File: config.mk
export PLATFORM = sky130hd
export DESIGN_NAME = mcl_core_exec
export DESIGN_NICKNAME = d
export VERILOG_FILES = /design/src/hdl/mcl_pkg.sv /design/src/hdl/mcl_core_exec.sv /design/src/hdl/mcl_dram.sv /design/src/hdl/mcl_mul.sv
export VERILOG_INCLUDE_DIRS = /design/src /design/src/hdl
export SDC_FILE = /design/constraint.sdc
export NUM_CORES = 2
export LEC_CHECK = 0
export BUFFER_PORTS_ARGS = -buffer_cell sky130_fd_sc_hd__buf_4
export CORE_MARGIN = 2
export CORE_UTILIZATION = 60
export DETAILED_ROUTE_END_ITERATION = 10
export PLACE_DENSITY = 0.78
export SLEW_MARGIN = 20
export SYNTH_ARGS = -nofsm -noshare
export SYNTH_HDL_FRONTEND = slang
export SYNTH_SLANG_ARGS = --single-unit
File: constraint.sdc
create_clock -name core_clk_i -period 9.3 [get_ports core_clk_i]
set_input_delay 1.86 -clock core_clk_i [delete_from_list [all_inputs] [get_ports core_clk_i]]
set_output_delay 1.86 -clock core_clk_i [all_outputs]
set_load 0.1 [all_outputs]
File: src/hdl/mcl_cfg.svh
// mcl_cfg.svh: opcodes, masks, field positions, reset values and counts
// assumes inclusion by bare name from the package and the modules
`ifndef MCL_CFG_SVH
`define MCL_CFG_SVH
// ============================================================
// opcode values and masks
`define MCL_LOAD_VAL    16'h8002
`define MCL_LOAD_MSK    16'hC003
`define MCL_MUL_VAL     16'h2D80
`define MCL_MUL_MSK     16'hFFC0
`define MCL_MULI_VAL    16'h2700
`define MCL_MULI_MSK    16'hFF80
`define MCL_NOT_VAL     16'h2ED8
`define MCL_OR_VAL      16'h2EC0
`define MCL_RSTREG_VAL  16'h3548
`define MCL_OP3_MSK     16'hFFF8
`define MCL_RDSPI_VAL   16'h3540
`define MCL_RFS_VAL     16'h359C
`define MCL_FULL_MSK    16'hFFFF
`define MCL_REQI_VAL    16'h3588
`define MCL_REQI_MSK    16'hFFFC
// ============================================================
// field positions
`define MCL_DRAM_HI     13
`define MCL_DRAM_LO     8
`define MCL_DST_HI      5
`define MCL_DST_LO      3
`define MCL_OFS_BIT     2
`define MCL_IMM_HI      6
`define MCL_IMM_LO      3
// ============================================================
// register space offsets
`define MCL_CORE0_CTRL_A  12'h101
`define MCL_CORE0_CTRL_B  12'h102
`define MCL_CORE0_STAT_A  12'h105
`define MCL_CORE0_STAT_B  12'h106
`define MCL_CORE0_IRQ     12'h10F
`define MCL_CORE1_CTRL_A  12'h121
`define MCL_CORE1_CTRL_B  12'h122
`define MCL_CORE1_STAT_A  12'h125
`define MCL_CORE1_STAT_B  12'h126
`define MCL_CORE1_IRQ     12'h12F
`define MCL_DIAG_FIRST    12'h162
`define MCL_DIAG_LAST     12'h169
// ============================================================
// reset values, indices and timing
`define MCL_ZERO16      16'h0000
`define MCL_ONES16      16'hFFFF
`define MCL_DUMMY16     16'hDEAD
`define MCL_PC_RESET    10'h000
`define MCL_IMM_REG_IDX 3'h7
`define MCL_MUL_STEPS   5'h10
`define MCL_MUL_CYCLES  17
`endif

File: src/hdl/mcl_pkg.sv
// mcl_pkg.sv: state enum and packed state records of the microcore slice
// assumes mcl_cfg.svh on the include path
`default_nettype none
`include "mcl_cfg.svh"
package mcl_pkg;
  // ==========================================================
  // main sequencer
  typedef enum logic [1:0] {
    ST_RUN   = 2'b00,
    ST_LOAD  = 2'b01,
    ST_MUL   = 2'b10,
    ST_RDSPI = 2'b11
  } mcl_state_t;

  typedef struct packed {
    mcl_state_t        st;
    logic [9:0]        pc;
    logic [9:0]        aux;
    logic [9:0]        ret;
    logic [15:0]       irq_status;
    logic              soft_active;
    logic [7:0][15:0]  regs;
    logic [2:0]        dst;
    logic [15:0]       rd_addr;
    logic [15:0]       rd_data;
    logic              rd_req;
    logic              rd_watch;
    logic              rd_fail;
    logic              zero_flag;
    logic              ones_flag;
    logic              soft_pulse;
    logic [1:0]        soft_id;
    logic              clr_status;
    logic              clr_control;
    logic              clr_diag;
    logic              rearm;
  } mcl_core_t;

  // ==========================================================
  // multiplier and memory
  typedef struct packed {
    logic              busy;
    logic [4:0]        cnt;
    logic [15:0]       a;
    logic [15:0]       b;
    logic [31:0]       acc;
    logic [31:0]       product;
    logic              overflow;
    logic              precision_loss;
    logic              complete;
  } mcl_mul_t;

  typedef struct packed {
    logic [63:0][15:0] mem;
    logic [15:0]       rd_data;
  } mcl_dram_t;
endpackage
`default_nettype wire

File: src/hdl/mcl_core_exec.sv
// mcl_core_exec.sv: execution of load, multiply, not, or, backdoor read,
// software interrupt, subroutine return and register reset for one microcore
// assumes instructions arrive synchronous to core_clk_i with valid/ready
`timescale 1ns/1ps
`default_nettype none
module mcl_core_exec
  import mcl_pkg::*;
(
  input  wire logic        core_clk_i,
  input  wire logic        rst_i,
  input  wire logic        ce_i,
  // instruction fetch
  input  wire logic [15:0] instr_i,
  input  wire logic        instr_valid_i,
  output logic             instr_ready_o,
  output logic      [9:0]  pc_o,
  // subroutine call and interrupts
  input  wire logic        call_i,
  input  wire logic [9:0]  call_target_i,
  input  wire logic        hw_irq_i,
  input  wire logic [9:0]  irq_vector_i,
  input  wire logic        irq_exit_i,
  output logic             soft_irq_o,
  output logic      [1:0]  soft_irq_id_o,
  output logic             soft_irq_active_o,
  output logic      [15:0] irq_status_o,
  output logic      [9:0]  irq_return_o,
  // data ram write side and index base
  input  wire logic        dram_wr_en_i,
  input  wire logic [5:0]  dram_wr_addr_i,
  input  wire logic [15:0] dram_wr_data_i,
  input  wire logic [5:0]  base_addr_i,
  // register space backdoor
  input  wire logic [15:0] spi_addr_i,
  input  wire logic        spi_addr_wr_i,
  input  wire logic [15:0] spi_rd_data_i,
  output logic             spi_rd_req_o,
  output logic      [15:0] spi_rd_addr_o,
  output logic      [15:0] spi_rd_result_o,
  output logic             spi_rd_fail_o,
  // register reset strobes
  output logic             clear_status_o,
  output logic             clear_control_o,
  output logic             clear_diag_o,
  output logic             diag_rearm_o,
  // results and flags
  output logic      [15:0] product_high_half_o,
  output logic      [15:0] product_low_half_o,
  output logic             multiply_overflow_flag_o,
  output logic             precision_loss_flag_o,
  output logic             operation_complete_flag_o,
  output logic             zero_mask_flag_o,
  output logic             all_ones_flag_o,
  output logic [7:0][15:0] core_regs_o
);
  // ==========================================================
  // helpers
  function automatic logic op_match(input logic [15:0] ins,
                                    input logic [15:0] val,
                                    input logic [15:0] msk);
    op_match = ((ins & msk) == val);
  endfunction

  function automatic logic is_zero(input logic [15:0] v);
    is_zero = (v == `MCL_ZERO16);
  endfunction

  function automatic logic is_ones(input logic [15:0] v);
    is_ones = (v == `MCL_ONES16);
  endfunction

  // ==========================================================
  // state and sub-blocks
  mcl_core_t   s_reg;
  mcl_core_t   s_next;
  logic        take;
  logic        irq_take;
  logic        dec_load;
  logic        dec_mul;
  logic        dec_muli;
  logic        dec_not;
  logic        dec_or;
  logic        dec_rdspi;
  logic        dec_reqi;
  logic        dec_rfs;
  logic        dec_rstreg;
  logic [5:0]  ram_addr;
  logic        ram_rd;
  logic [15:0] ram_data;
  logic        mul_start;
  logic [15:0] mul_a;
  logic [15:0] mul_b;
  logic        mul_busy;
  logic [31:0] mul_product;
  logic [2:0]  op1_idx;
  logic [2:0]  op2_idx;
  logic [15:0] alu_res;

  assign op1_idx  = instr_i[2:0];
  assign op2_idx  = instr_i[`MCL_DST_HI:`MCL_DST_LO];

  assign dec_load   = op_match(instr_i, `MCL_LOAD_VAL, `MCL_LOAD_MSK);
  assign dec_mul    = op_match(instr_i, `MCL_MUL_VAL, `MCL_MUL_MSK);
  assign dec_muli   = op_match(instr_i, `MCL_MULI_VAL, `MCL_MULI_MSK);
  assign dec_not    = op_match(instr_i, `MCL_NOT_VAL, `MCL_OP3_MSK);
  assign dec_or     = op_match(instr_i, `MCL_OR_VAL, `MCL_OP3_MSK);
  assign dec_rdspi  = op_match(instr_i, `MCL_RDSPI_VAL, `MCL_FULL_MSK);
  assign dec_reqi   = op_match(instr_i, `MCL_REQI_VAL, `MCL_REQI_MSK);
  assign dec_rfs    = op_match(instr_i, `MCL_RFS_VAL, `MCL_FULL_MSK);
  assign dec_rstreg = op_match(instr_i, `MCL_RSTREG_VAL, `MCL_OP3_MSK);

  // interrupts preempt fetch, but never a running software interrupt
  assign irq_take = (s_reg.st == ST_RUN) && hw_irq_i && !s_reg.soft_active;
  assign instr_ready_o = ce_i && (s_reg.st == ST_RUN) && !irq_take && !call_i && !irq_exit_i;
  assign take          = instr_ready_o && instr_valid_i;

  // index mode wraps inside the 64-word ram
  assign ram_addr = instr_i[`MCL_OFS_BIT] ?
                    6'(base_addr_i + instr_i[`MCL_DRAM_HI:`MCL_DRAM_LO]) :
                    instr_i[`MCL_DRAM_HI:`MCL_DRAM_LO];
  assign ram_rd   = take && dec_load;

  assign mul_start = take && (dec_mul || dec_muli);
  assign mul_a     = s_reg.regs[op1_idx];
  assign mul_b     = dec_muli ? {12'h000, instr_i[`MCL_IMM_HI:`MCL_IMM_LO]} :
                     s_reg.regs[op2_idx];

  always_comb begin
    alu_res = ~s_reg.regs[op1_idx];
    if (dec_or) begin
      alu_res = s_reg.regs[op1_idx] | s_reg.regs[`MCL_IMM_REG_IDX];
    end
  end

  mcl_dram u_dram (
    .core_clk_i (core_clk_i),
    .rst_i      (rst_i),
    .ce_i       (ce_i),
    .wr_en_i    (dram_wr_en_i),
    .wr_addr_i  (dram_wr_addr_i),
    .wr_data_i  (dram_wr_data_i),
    .rd_en_i    (ram_rd),
    .rd_addr_i  (ram_addr),
    .rd_data_o  (ram_data)
  );

  mcl_mul u_mul (
    .core_clk_i       (core_clk_i),
    .rst_i            (rst_i),
    .ce_i             (ce_i),
    .start_i          (mul_start),
    .a_i              (mul_a),
    .b_i              (mul_b),
    .busy_o           (mul_busy),
    .product_o        (mul_product),
    .overflow_o       (multiply_overflow_flag_o),
    .precision_loss_o (precision_loss_flag_o),
    .complete_o       (operation_complete_flag_o)
  );

  // ==========================================================
  // sequencer
  always_comb begin
    s_next             = s_reg;
    s_next.rd_req      = 1'b0;
    s_next.soft_pulse  = 1'b0;
    s_next.clr_status  = 1'b0;
    s_next.clr_control = 1'b0;
    s_next.clr_diag    = 1'b0;
    s_next.rearm       = 1'b0;
    // a change after the read was issued spoils its data
    if (s_reg.rd_watch && spi_addr_wr_i) begin
      s_next.rd_data = `MCL_DUMMY16;
      s_next.rd_fail = 1'b1;
    end
    case (s_reg.st)
      ST_RUN: begin
        if (irq_take) begin
          s_next.ret             = s_reg.pc;
          s_next.irq_status[9:0] = s_reg.pc;
          s_next.pc              = irq_vector_i;
        end else if (irq_exit_i) begin
          s_next.pc          = s_reg.ret;
          s_next.soft_active = 1'b0;
        end else if (call_i) begin
          s_next.aux = 10'(s_reg.pc + 10'h001);
          s_next.pc  = call_target_i;
        end else if (take) begin
          s_next.rd_watch = 1'b0;
          s_next.pc       = 10'(s_reg.pc + 10'h001);
          if (dec_load) begin
            s_next.dst = instr_i[`MCL_DST_HI:`MCL_DST_LO];
            s_next.st  = ST_LOAD;
          end else if (dec_mul || dec_muli) begin
            s_next.st = ST_MUL;
          end else if (dec_not || dec_or) begin
            s_next.regs[op1_idx] = alu_res;
            s_next.zero_flag     = is_zero(alu_res);
            s_next.ones_flag     = is_ones(alu_res);
          end else if (dec_rdspi) begin
            s_next.rd_addr = spi_addr_i;
            s_next.rd_req  = 1'b1;
            s_next.rd_fail = 1'b0;
            s_next.st      = ST_RDSPI;
          end else if (dec_reqi) begin
            s_next.irq_status[9:0] = s_reg.pc;
            s_next.ret             = 10'(s_reg.pc + 10'h001);
            s_next.soft_id         = instr_i[1:0];
            s_next.soft_pulse      = 1'b1;
            s_next.soft_active     = 1'b1;
            s_next.pc              = irq_vector_i;
          end else if (dec_rfs) begin
            s_next.pc = s_reg.aux;
          end else if (dec_rstreg) begin
            case (instr_i[2:0])
              3'b000: begin
                s_next.clr_status = 1'b1;
              end
              3'b001: begin
                s_next.clr_control = 1'b1;
              end
              3'b010: begin
                s_next.clr_status = 1'b1;
                s_next.clr_diag   = 1'b1;
                s_next.rearm      = 1'b1;
              end
              3'b011: begin
                s_next.clr_status  = 1'b1;
                s_next.clr_control = 1'b1;
                s_next.clr_diag    = 1'b1;
                s_next.rearm       = 1'b1;
              end
              3'b100: begin
                s_next.clr_diag = 1'b1;
                s_next.rearm    = 1'b1;
              end
              3'b101: begin
                s_next.clr_status  = 1'b1;
                s_next.clr_control = 1'b1;
              end
              3'b110: begin
                s_next.clr_status = 1'b1;
                s_next.rearm      = 1'b1;
              end
              default: begin
                s_next.rearm = 1'b1;
              end
            endcase
          end
        end
      end
      ST_LOAD: begin
        s_next.regs[s_reg.dst] = ram_data;
        s_next.st              = ST_RUN;
      end
      ST_MUL: begin
        // mul_busy rises the cycle after start, so wait on its fall
        if (!mul_busy && !mul_start) begin
          s_next.st = ST_RUN;
        end
      end
      ST_RDSPI: begin
        s_next.rd_data  = spi_rd_data_i;
        s_next.rd_watch = 1'b1;
        s_next.st       = ST_RUN;
        if (spi_addr_wr_i) begin
          s_next.rd_data = `MCL_DUMMY16;
          s_next.rd_fail = 1'b1;
        end
      end
      default: begin
        s_next.st = ST_RUN;
      end
    endcase
  end

  always_ff @(posedge core_clk_i) begin
    if (rst_i) begin
      s_reg    <= '0;
      s_reg.pc <= `MCL_PC_RESET;
    end else if (ce_i) begin
      s_reg <= s_next;
    end
  end

  // ==========================================================
  // outputs
  assign pc_o                = s_reg.pc;
  assign soft_irq_o          = s_reg.soft_pulse;
  assign soft_irq_id_o       = s_reg.soft_id;
  assign soft_irq_active_o   = s_reg.soft_active;
  assign irq_status_o        = s_reg.irq_status;
  assign irq_return_o        = s_reg.ret;
  assign spi_rd_req_o        = s_reg.rd_req;
  assign spi_rd_addr_o       = s_reg.rd_addr;
  assign spi_rd_result_o     = s_reg.rd_data;
  assign spi_rd_fail_o       = s_reg.rd_fail;
  assign clear_status_o      = s_reg.clr_status;
  assign clear_control_o     = s_reg.clr_control;
  assign clear_diag_o        = s_reg.clr_diag;
  assign diag_rearm_o        = s_reg.rearm;
  assign product_high_half_o = mul_product[31:16];
  assign product_low_half_o  = mul_product[15:0];
  assign zero_mask_flag_o    = s_reg.zero_flag;
  assign all_ones_flag_o     = s_reg.ones_flag;
  assign core_regs_o         = s_reg.regs;
endmodule
`default_nettype wire

File: src/hdl/mcl_dram.sv
// mcl_dram.sv: 64-word data ram, one write and one registered read port
// assumes a single clock; write and read in one cycle give the old word
`timescale 1ns/1ps
`default_nettype none
module mcl_dram
  import mcl_pkg::*;
(
  input  wire logic        core_clk_i,
  input  wire logic        rst_i,
  input  wire logic        ce_i,
  input  wire logic        wr_en_i,
  input  wire logic [5:0]  wr_addr_i,
  input  wire logic [15:0] wr_data_i,
  input  wire logic        rd_en_i,
  input  wire logic [5:0]  rd_addr_i,
  output logic      [15:0] rd_data_o
);
  mcl_dram_t s_reg;
  mcl_dram_t s_next;

  always_comb begin
    s_next = s_reg;
    if (rd_en_i) begin
      s_next.rd_data = s_reg.mem[rd_addr_i];
    end
    if (wr_en_i) begin
      s_next.mem[wr_addr_i] = wr_data_i;
    end
  end

  always_ff @(posedge core_clk_i) begin
    if (rst_i) begin
      s_reg <= '0;
    end else if (ce_i) begin
      s_reg <= s_next;
    end
  end

  assign rd_data_o = s_reg.rd_data;
endmodule
`default_nettype wire

File: src/hdl/mcl_mul.sv
// mcl_mul.sv: 16 x 16 shift-add multiplier, product ready 17 cycles after start
// assumes start only while not busy
`timescale 1ns/1ps
`default_nettype none
module mcl_mul
  import mcl_pkg::*;
(
  input  wire logic        core_clk_i,
  input  wire logic        rst_i,
  input  wire logic        ce_i,
  input  wire logic        start_i,
  input  wire logic [15:0] a_i,
  input  wire logic [15:0] b_i,
  output logic             busy_o,
  output logic      [31:0] product_o,
  output logic             overflow_o,
  output logic             precision_loss_o,
  output logic             complete_o
);
  mcl_mul_t s_reg;
  mcl_mul_t s_next;

  always_comb begin
    s_next = s_reg;
    if (start_i && !s_reg.busy) begin
      s_next.busy     = 1'b1;
      s_next.cnt      = 5'h00;
      s_next.a        = a_i;
      s_next.b        = b_i;
      s_next.acc      = '0;
      s_next.complete = 1'b0;
    end else if (s_reg.busy) begin
      if (s_reg.cnt == `MCL_MUL_STEPS) begin
        // last cycle only commits, so product lands on cycle 17
        s_next.busy           = 1'b0;
        s_next.product        = s_reg.acc;
        s_next.overflow       = (s_reg.acc[31:16] != `MCL_ZERO16);
        s_next.precision_loss = (s_reg.acc[31:16] != `MCL_ZERO16) &&
                                (s_reg.acc[15:0] != `MCL_ZERO16);
        s_next.complete       = 1'b1;
      end else begin
        if (s_reg.b[s_reg.cnt[3:0]]) begin
          s_next.acc = s_reg.acc + ({16'h0000, s_reg.a} << s_reg.cnt[3:0]);
        end
        s_next.cnt = s_reg.cnt + 5'h01;
      end
    end
  end

  always_ff @(posedge core_clk_i) begin
    if (rst_i) begin
      s_reg <= '0;
    end else if (ce_i) begin
      s_reg <= s_next;
    end
  end

  assign busy_o           = s_reg.busy;
  assign product_o        = s_reg.product;
  assign overflow_o       = s_reg.overflow;
  assign precision_loss_o = s_reg.precision_loss;
  assign complete_o       = s_reg.complete;
endmodule
`default_nettype wire

# Word-level counts from Yosys, hierarchy flattened
# Cells that the tools add are included.
[word_totals]
register_bits = 1363
input_bits = 105
out_inout_bits = 244
word_cells = 339
[op_classes]
add_sub_neg = 4
n_lt_le_gt_ge = 9
n_eq_ne = 42
shifts = 1
mux = 107
bitwise_logic = 10
reduce_logical = 64
[op_table]
columns = ["cell", "n"]
rows = [
  ["$bwmux W1024", 1],
  ["$mux W158", 2],
  ["$mux W147", 2],
  ["$mux W139", 2],
  ["$bwmux W128", 2],
  ["$pmux W128 S2", 1],
  ["$mux W16", 15],
  ["$mux W10", 21],
  ["$mux W128", 1],
  ["$bmux W16 S3", 2],
  ["$bmux W16 S6", 1],
  ["$demux W16 S3", 2],
  ["$demux W16 S6", 1],
  ["$mux W32", 3],
  ["$mux W12", 6],
  ["$mux W67", 1],
  ["$eq A13 B11 Y1 const B", 3],
  ["$mux W35", 1],
  ["$mux W11", 3],
  ["$add A32 B32 Y32", 1],
  ["$eq A16 B14 Y1 const B", 2],
  ["$reduce_bool A16 Y1", 2],
  ["$shl A16 B4 Y32", 1],
  ["$ne A2 B2 Y1 const B", 15],
  ["other kinds (56)", 146],
]

# Logic depth before layout (Yosys ltp)
[logic_depth]
depth_word = 15
ltp_mapped = 19
depth_no_buf = 17

# Cells and area by module
# Synthesis repeated with hierarchy kept, for this count alone.
[unflattened]
cells_unflattened = 8085
area_unflattened_um2 = 66662.7
[by_module_without_submodules]
columns = ["module", "n_inst", "cells_per_inst", "area_per_inst_um2", "seq_area_each_um2"]
rows = [
  ["mcl_dram", 1, 5437, 45620.0, 20820.0],
  ["mcl_core_exec", 1, 1820, 14572.7, 4364.2],
  ["mcl_mul", 1, 828, 6470.0, 2102.0],
]

# Worst setup path after synthesis
# No wires, ideal clock.
[synth_timing]
kind = "input-to-output"
from = "input ce_i"
to = "output instr_ready_o"
arrival_time_ns = 3.164
t_required_ns = 7.440
slack_ns = 4.276
stages = 3
path_buffers = 1
cell_sequence = "buf_2 -> nand2_1 -> nor4_4"
[synth_via]
elab_chain_cells = 4
[synth_rtl]
columns = ["element", "line", "rtl"]
rows = [
  ["start: declaration", "mcl_core_exec.sv:11", "input wire logic ce_i,"],
  ["$logic_and A1 B1 Y1 (4 in a row)", "mcl_core_exec.sv:114", "assign instr_ready_o = ce_i && (s_reg.st == ST_RUN) && !irq_take && !call_i && !irq_exit_i;"],
  ["end: declaration", "mcl_core_exec.sv:15", "output logic instr_ready_o,"],
]
# No other way between the ends.

# Worst setup path in the final report
[layout_timing]
from = "input instr_i[8]"
to = "register u_dram.s_reg (netlist bit u_dram.rd_data_o[12])"
[layout_via]
elab_chain_cells = 4
[layout_rtl]
columns = ["element", "line", "rtl"]
rows = [
  ["start: declaration", "mcl_core_exec.sv:13", "input wire logic [15:0] instr_i,"],
  ["$add A6 B6 Y6", "mcl_core_exec.sv:119", "6'(base_addr_i + instr_i[`MCL_DRAM_HI:`MCL_DRAM_LO]) :"],
  ["$mux W6 *", "mcl_core_exec.sv:118", "assign ram_addr = instr_i[`MCL_OFS_BIT] ?"],
  ["$bmux W16 S6 *", "mcl_dram.sv:24", "s_next.rd_data = s_reg.mem[rd_addr_i];"],
  ["$mux W16 (not written as such) *", "mcl_dram.sv:24", ""],
  ["end signal: assignment", "mcl_dram.sv:35", "s_reg <= s_next;"],
  ["end: declaration", "mcl_dram.sv:18", "mcl_dram_t s_reg;"],
]
# Mark *: on every way between the ends. The rest lies on a longest branch, timed or not. The select of a mux whose other input is x is not followed.
# A chain may end at the register's enable or synchronous reset.

==> impl_metrics.csv <==
group,metric,value,unit
drt,route.vias.total,59490,
floorplan,floorplan.core_area,107400,um^2
worst_setup_path,setup_crit_end_kind,"flop",
clock_network,clkSlewWorstSetupHoldPaths,60,ps
yosys,synth_ff_type,"sky130_fd_sc_hd__dfxtp_1",
sta,finalCritPeriodShare,0.5648,
grt,grt_remaining_overflow,0,
yosys,syn_avg_cell_area,8.085,um^2
grt,antenna_violations_before_repair,8,
yosys,syn-cell-area,65120,um^2
final_layout,final_design_area_no_fill,70970,um^2
final_layout,flow.area_growth_from_synthesis,8.981,%
clock_network,cts-htree-levels,4,
sta,maxClockFrequency,0.1904,GHz
floorplan,design.portCount,349,
yosys,ys_seq_elements,1363,
clock_network,root_buffer,"sky130_fd_sc_hd__clkbuf_16",
worst_setup_path,crit_arrival,5940,ps
drt,routed_length_per_placed_instance,23.34,um
yosys,synth_enable_flop_cells,0,
drt,drt_iter0_drc,8351,
final_layout,layout.nets,7889,
hold_path,worstHoldStart,"u_dram.s_reg[596]$_SDFFE_PP0P_",
worst_setup_path,r2r_setup_slk,4600,ps
worst_setup_path,r2r-end,"u_mul.s_reg[64]$_SDFFE_PP0P_",
power_and_ir_drop,power.leakage,23.40,nW
drt,drcViolationCount,0,
clock_network,clock_sink_count,1363,
sta,grt_setup_unrepaired,"no",
floorplan,rows,120,
sta,setup_viol_count_final,0,
status,status,"complete, no violations",
clock_network,postCtsHoldBufs,0,
sta,fin_setup_tns,0,ps
sta,relSlewSlack,0.1442,
worst_setup_path,criticalPathCategory,"in2reg",
grt,grt_pass1_vias,56580,
drt,drt.antenna.violating_nets,0,
placement,gp_congestion,0.9744,
placement,placement.io_buffers,342,
final_layout,final-instance-count-excl-fill,9257,
sta,finalClockSkew,39.90,ps
sta,final-hold-violation-count,0,
power_and_ir_drop,peakVddDrop,0.1619,mV
clock_network,worst_skew_pair.late_latency,790,ps
sta,period_minus_slack,5253,ps
clock_network,tritoncts.num_buffers,142,
clock_network,post_cts.repair.setup_buffers,0,
final_layout,largest_register_ff_count,1024,
yosys,synth_async_sr_flop_share,0,
floorplan,floorplan.die_area,111200,um^2
yosys,gate_count_of_the_mapped_netlist,8054,
power_and_ir_drop,pwr_density_cell,180.8,nW/um^2
floorplan,initial_core_util,0.6066,
clock_network,clk_path_buf_depth,3,
grt,grt.total_usage,0.3777,
yosys,synth.yosys.warnings,0,
drt,routed_via_density,6.426,
yosys,synthDominantCellAreaShare,0.4190,
hold_path,hold-path-cell-count,2,
clock_network,ctsResizeCount,0,
placement,post-place-cells,8996,
grt,pin_count_of_the_biggest_net_entering_global_routing,243,
drt,total_length_of_routed_wires,216.1,mm
worst_setup_path,worstSetupStartpointType,"primary input",
sta,maxSlewViolCount,0,
grt,global_route_wire_length_before_repair,328.8,mm
hold_path,hold_path_end,"u_dram.s_reg[596]$_SDFFE_PP0P_",
placement,dpl_cell_area,66040,um^2
worst_setup_path,r2r.worst_path.cells,16,
yosys,post_synth_main_area_contributors,"sky130_fd_sc_hd__dfxtp_1 42%, sky130_fd_sc_hd__nand2_1 15%, sky130_fd_sc_hd__mux4_2 11%",
yosys,netlist.top_cell.by_area,"sky130_fd_sc_hd__dfxtp_1",
clock_network,tritoncts,"done",
worst_setup_path,regToRegStartpoint,"u_mul.s_reg[100]$_SDFFE_PP0P_",
final_layout,fraction_of_final_layout_cells_sized_beyond_drive_strength_1,0.1404,
worst_setup_path,path_max_fanout,122,
floorplan,chipHeight,333.4,um
final_layout,fillCellCount,8712,
hold_path,worst_hold_path_type,"reg2reg",
worst_setup_path,timing.critical_path.required,9990,ps
yosys,number_of_distinct_library_cell_variants_in_the_gate_level_netlist_after_synthesis,90,
yosys,yosysSeqAreaShare,0.4190,
sta,tightestPinTransition,1274,ps
placement,hpwl,131.3,mm
drt,drt_first_pass_iters,10,
floorplan,floorplan.die.width,333.4,um
flow_run,max_cap_viol_count,0,
how the worst max path moves through the flow:
stage	startpoint	slack (ps)	end	cells past startpoint
finish	instr_i[8]	4050	u_dram.rd_data_o[12]$_SDFFE_PP0P_	13
floorplan	ce_i	4280	instr_ready_o	3
detailed placement	instr_i[8]	3460	u_dram.rd_data_o[12]$_SDFFE_PP0P_	13
global route	instr_i[2]	3990	u_dram.rd_data_o[2]$_SDFFE_PP0P_	9
CTS	instr_i[8]	4240	u_dram.rd_data_o[12]$_SDFFE_PP0P_	13
global placement	instr_i[8]	3520	u_dram.rd_data_o[12]$_SDFFE_PP0P_	13
synth_stat cells, types with 14 or more instances:
library cell               instances
sky130_fd_sc_hd__nand2_1        2664
sky130_fd_sc_hd__dfxtp_1        1363
sky130_fd_sc_hd__a21oi_1        1273
sky130_fd_sc_hd__clkbuf_1        517
sky130_fd_sc_hd__nor2_1          425
sky130_fd_sc_hd__mux4_2          327
sky130_fd_sc_hd__buf_4           256
sky130_fd_sc_hd__nand3_1         185
sky130_fd_sc_hd__a211oi_1        150
sky130_fd_sc_hd__buf_2            84
sky130_fd_sc_hd__o21ai_0          74
sky130_fd_sc_hd__nor3_1           68
sky130_fd_sc_hd__a22oi_1          52
sky130_fd_sc_hd__mux2i_1          51
sky130_fd_sc_hd__ha_1             44
sky130_fd_sc_hd__and3_1           40
sky130_fd_sc_hd__buf_1            35
sky130_fd_sc_hd__inv_1            24
sky130_fd_sc_hd__xnor2_1          24
sky130_fd_sc_hd__xor2_1           24
sky130_fd_sc_hd__nand2b_1         23
sky130_fd_sc_hd__a311oi_1         22
sky130_fd_sc_hd__and2_1           22
sky130_fd_sc_hd__o211ai_1         19
sky130_fd_sc_hd__nor4_1           17
sky130_fd_sc_hd__o221ai_1         17
sky130_fd_sc_hd__a32oi_1          16
sky130_fd_sc_hd__o311ai_1         15
sky130_fd_sc_hd__or3_1            15
sky130_fd_sc_hd__nor2b_1          14
power by group:
group	total [W]	internal (W)	switching, W
combinational	0.00100	0.000259	0.000745
clock	0.00595	0.00349	0.00246
sequential	0.00588	0.00586	0.0000196
total	0.0128	0.00960	0.00323
area by class of cell:
type | count | area (um^2) | area share
Sequential cell | 1363 | 27290 | 0.3845
Clock buffer | 218 | 4300 | 0.06060
Timing Repair Buffer | 434 | 3382 | 0.04766
Tap cell | 1403 | 1755 | 0.02474
Antenna cell | 4 | 10.01 | 0.0001410
Clock inverter | 38 | 580.6 | 0.008181
Multi-Input combinational cell | 5772 | 33560 | 0.4729
Inverter | 25 | 93.84 | 0.001322
routing by layer:
| metal | share of wire | vias to the layer above | track usage | wire [um] |
|---|---|---|---|---|
| met5 | 0.00029 | - | 0 | 62 |
| met4 | 0.076 | 10 | 0.2659 | 16480 |
| met3 | 0.12 | 970 | 0.08977 | 25220 |
| met2 | 0.45 | 3923 | 0.5901 | 97210 |
| met1 | 0.36 | 27960 | 0.4607 | 77110 |
| li1 | - | 26620 | - | - |
cell usage in the layout (no fill, tap or decap), types with 17 or more instances in the layout:
cell type                      n
sky130_fd_sc_hd__mux4_2      327
sky130_fd_sc_hd__a21oi_1    1271
sky130_fd_sc_hd__mux2i_1      48
sky130_fd_sc_hd__nand3_1     185
sky130_fd_sc_hd__o211ai_1     19
sky130_fd_sc_hd__o21ai_0      74
sky130_fd_sc_hd__and3_1       40
sky130_fd_sc_hd__nor2_2       35
sky130_fd_sc_hd__nand2b_1     23
sky130_fd_sc_hd__a22oi_1      52
sky130_fd_sc_hd__clkbuf_1     31
sky130_fd_sc_hd__and2_1       22
sky130_fd_sc_hd__xnor2_1      23
sky130_fd_sc_hd__inv_1        24
sky130_fd_sc_hd__nand2_1    2664
sky130_fd_sc_hd__nor3_1       65
sky130_fd_sc_hd__nor4_1       17
sky130_fd_sc_hd__a211oi_1    150
sky130_fd_sc_hd__o221ai_1     17
sky130_fd_sc_hd__ha_1         43
sky130_fd_sc_hd__buf_4       423
sky130_fd_sc_hd__a311oi_1     22
sky130_fd_sc_hd__nor2_1      386
sky130_fd_sc_hd__clkbuf_8     44
sky130_fd_sc_hd__dfxtp_1    1362
sky130_fd_sc_hd__xor2_1       24
sky130_fd_sc_hd__clkbuf_16   143
stage by stage:
stage                     setup slack (ps)  power (W)  hold WS (ps)    util
final                                 4047    0.01283         450.1  0.6611
after global routing                  3993    0.01310         463.0  0.6610
after CTS                             4239    0.01279         451.7  0.6606
after detailed placement              3464   0.006973         443.6  0.6151
after global placement                3519   0.006968         438.0  0.6149
after floorplan                       4276   0.006680         432.2       -
logic make-up (layout without fill, tap and decap cells):
family / count (synthesis) / count (layout) / share of synthesized area
mux: 397 / 397 / 0.1254
fa+ha+maj: 46 / 46 / 0.009069
compound gates: 1724 / 1724 / 0.1496
buf+inv: 924 / 715 / 0.07057
xor+xnor: 48 / 48 / 0.006456
simple gates: 3551 / 3551 / 0.2199
other cells: 1 / 10 / 0.00005759
flops: 1363 / 1363 / 0.4190
critical path: stages:
cell,delay [ps]
sky130_fd_sc_hd__buf_4,140
sky130_fd_sc_hd__ha_1,230
sky130_fd_sc_hd__fa_1,490
sky130_fd_sc_hd__mux2i_4,410
sky130_fd_sc_hd__buf_12,650
sky130_fd_sc_hd__buf_4,540
sky130_fd_sc_hd__mux4_2,300
sky130_fd_sc_hd__nand2_1,60
sky130_fd_sc_hd__nand3_1,160
sky130_fd_sc_hd__nand2_1,90
sky130_fd_sc_hd__o211ai_1,520
sky130_fd_sc_hd__o311ai_1,210
sky130_fd_sc_hd__a21oi_1,150
Note: power is estimated with default switching activity, not from simulation.
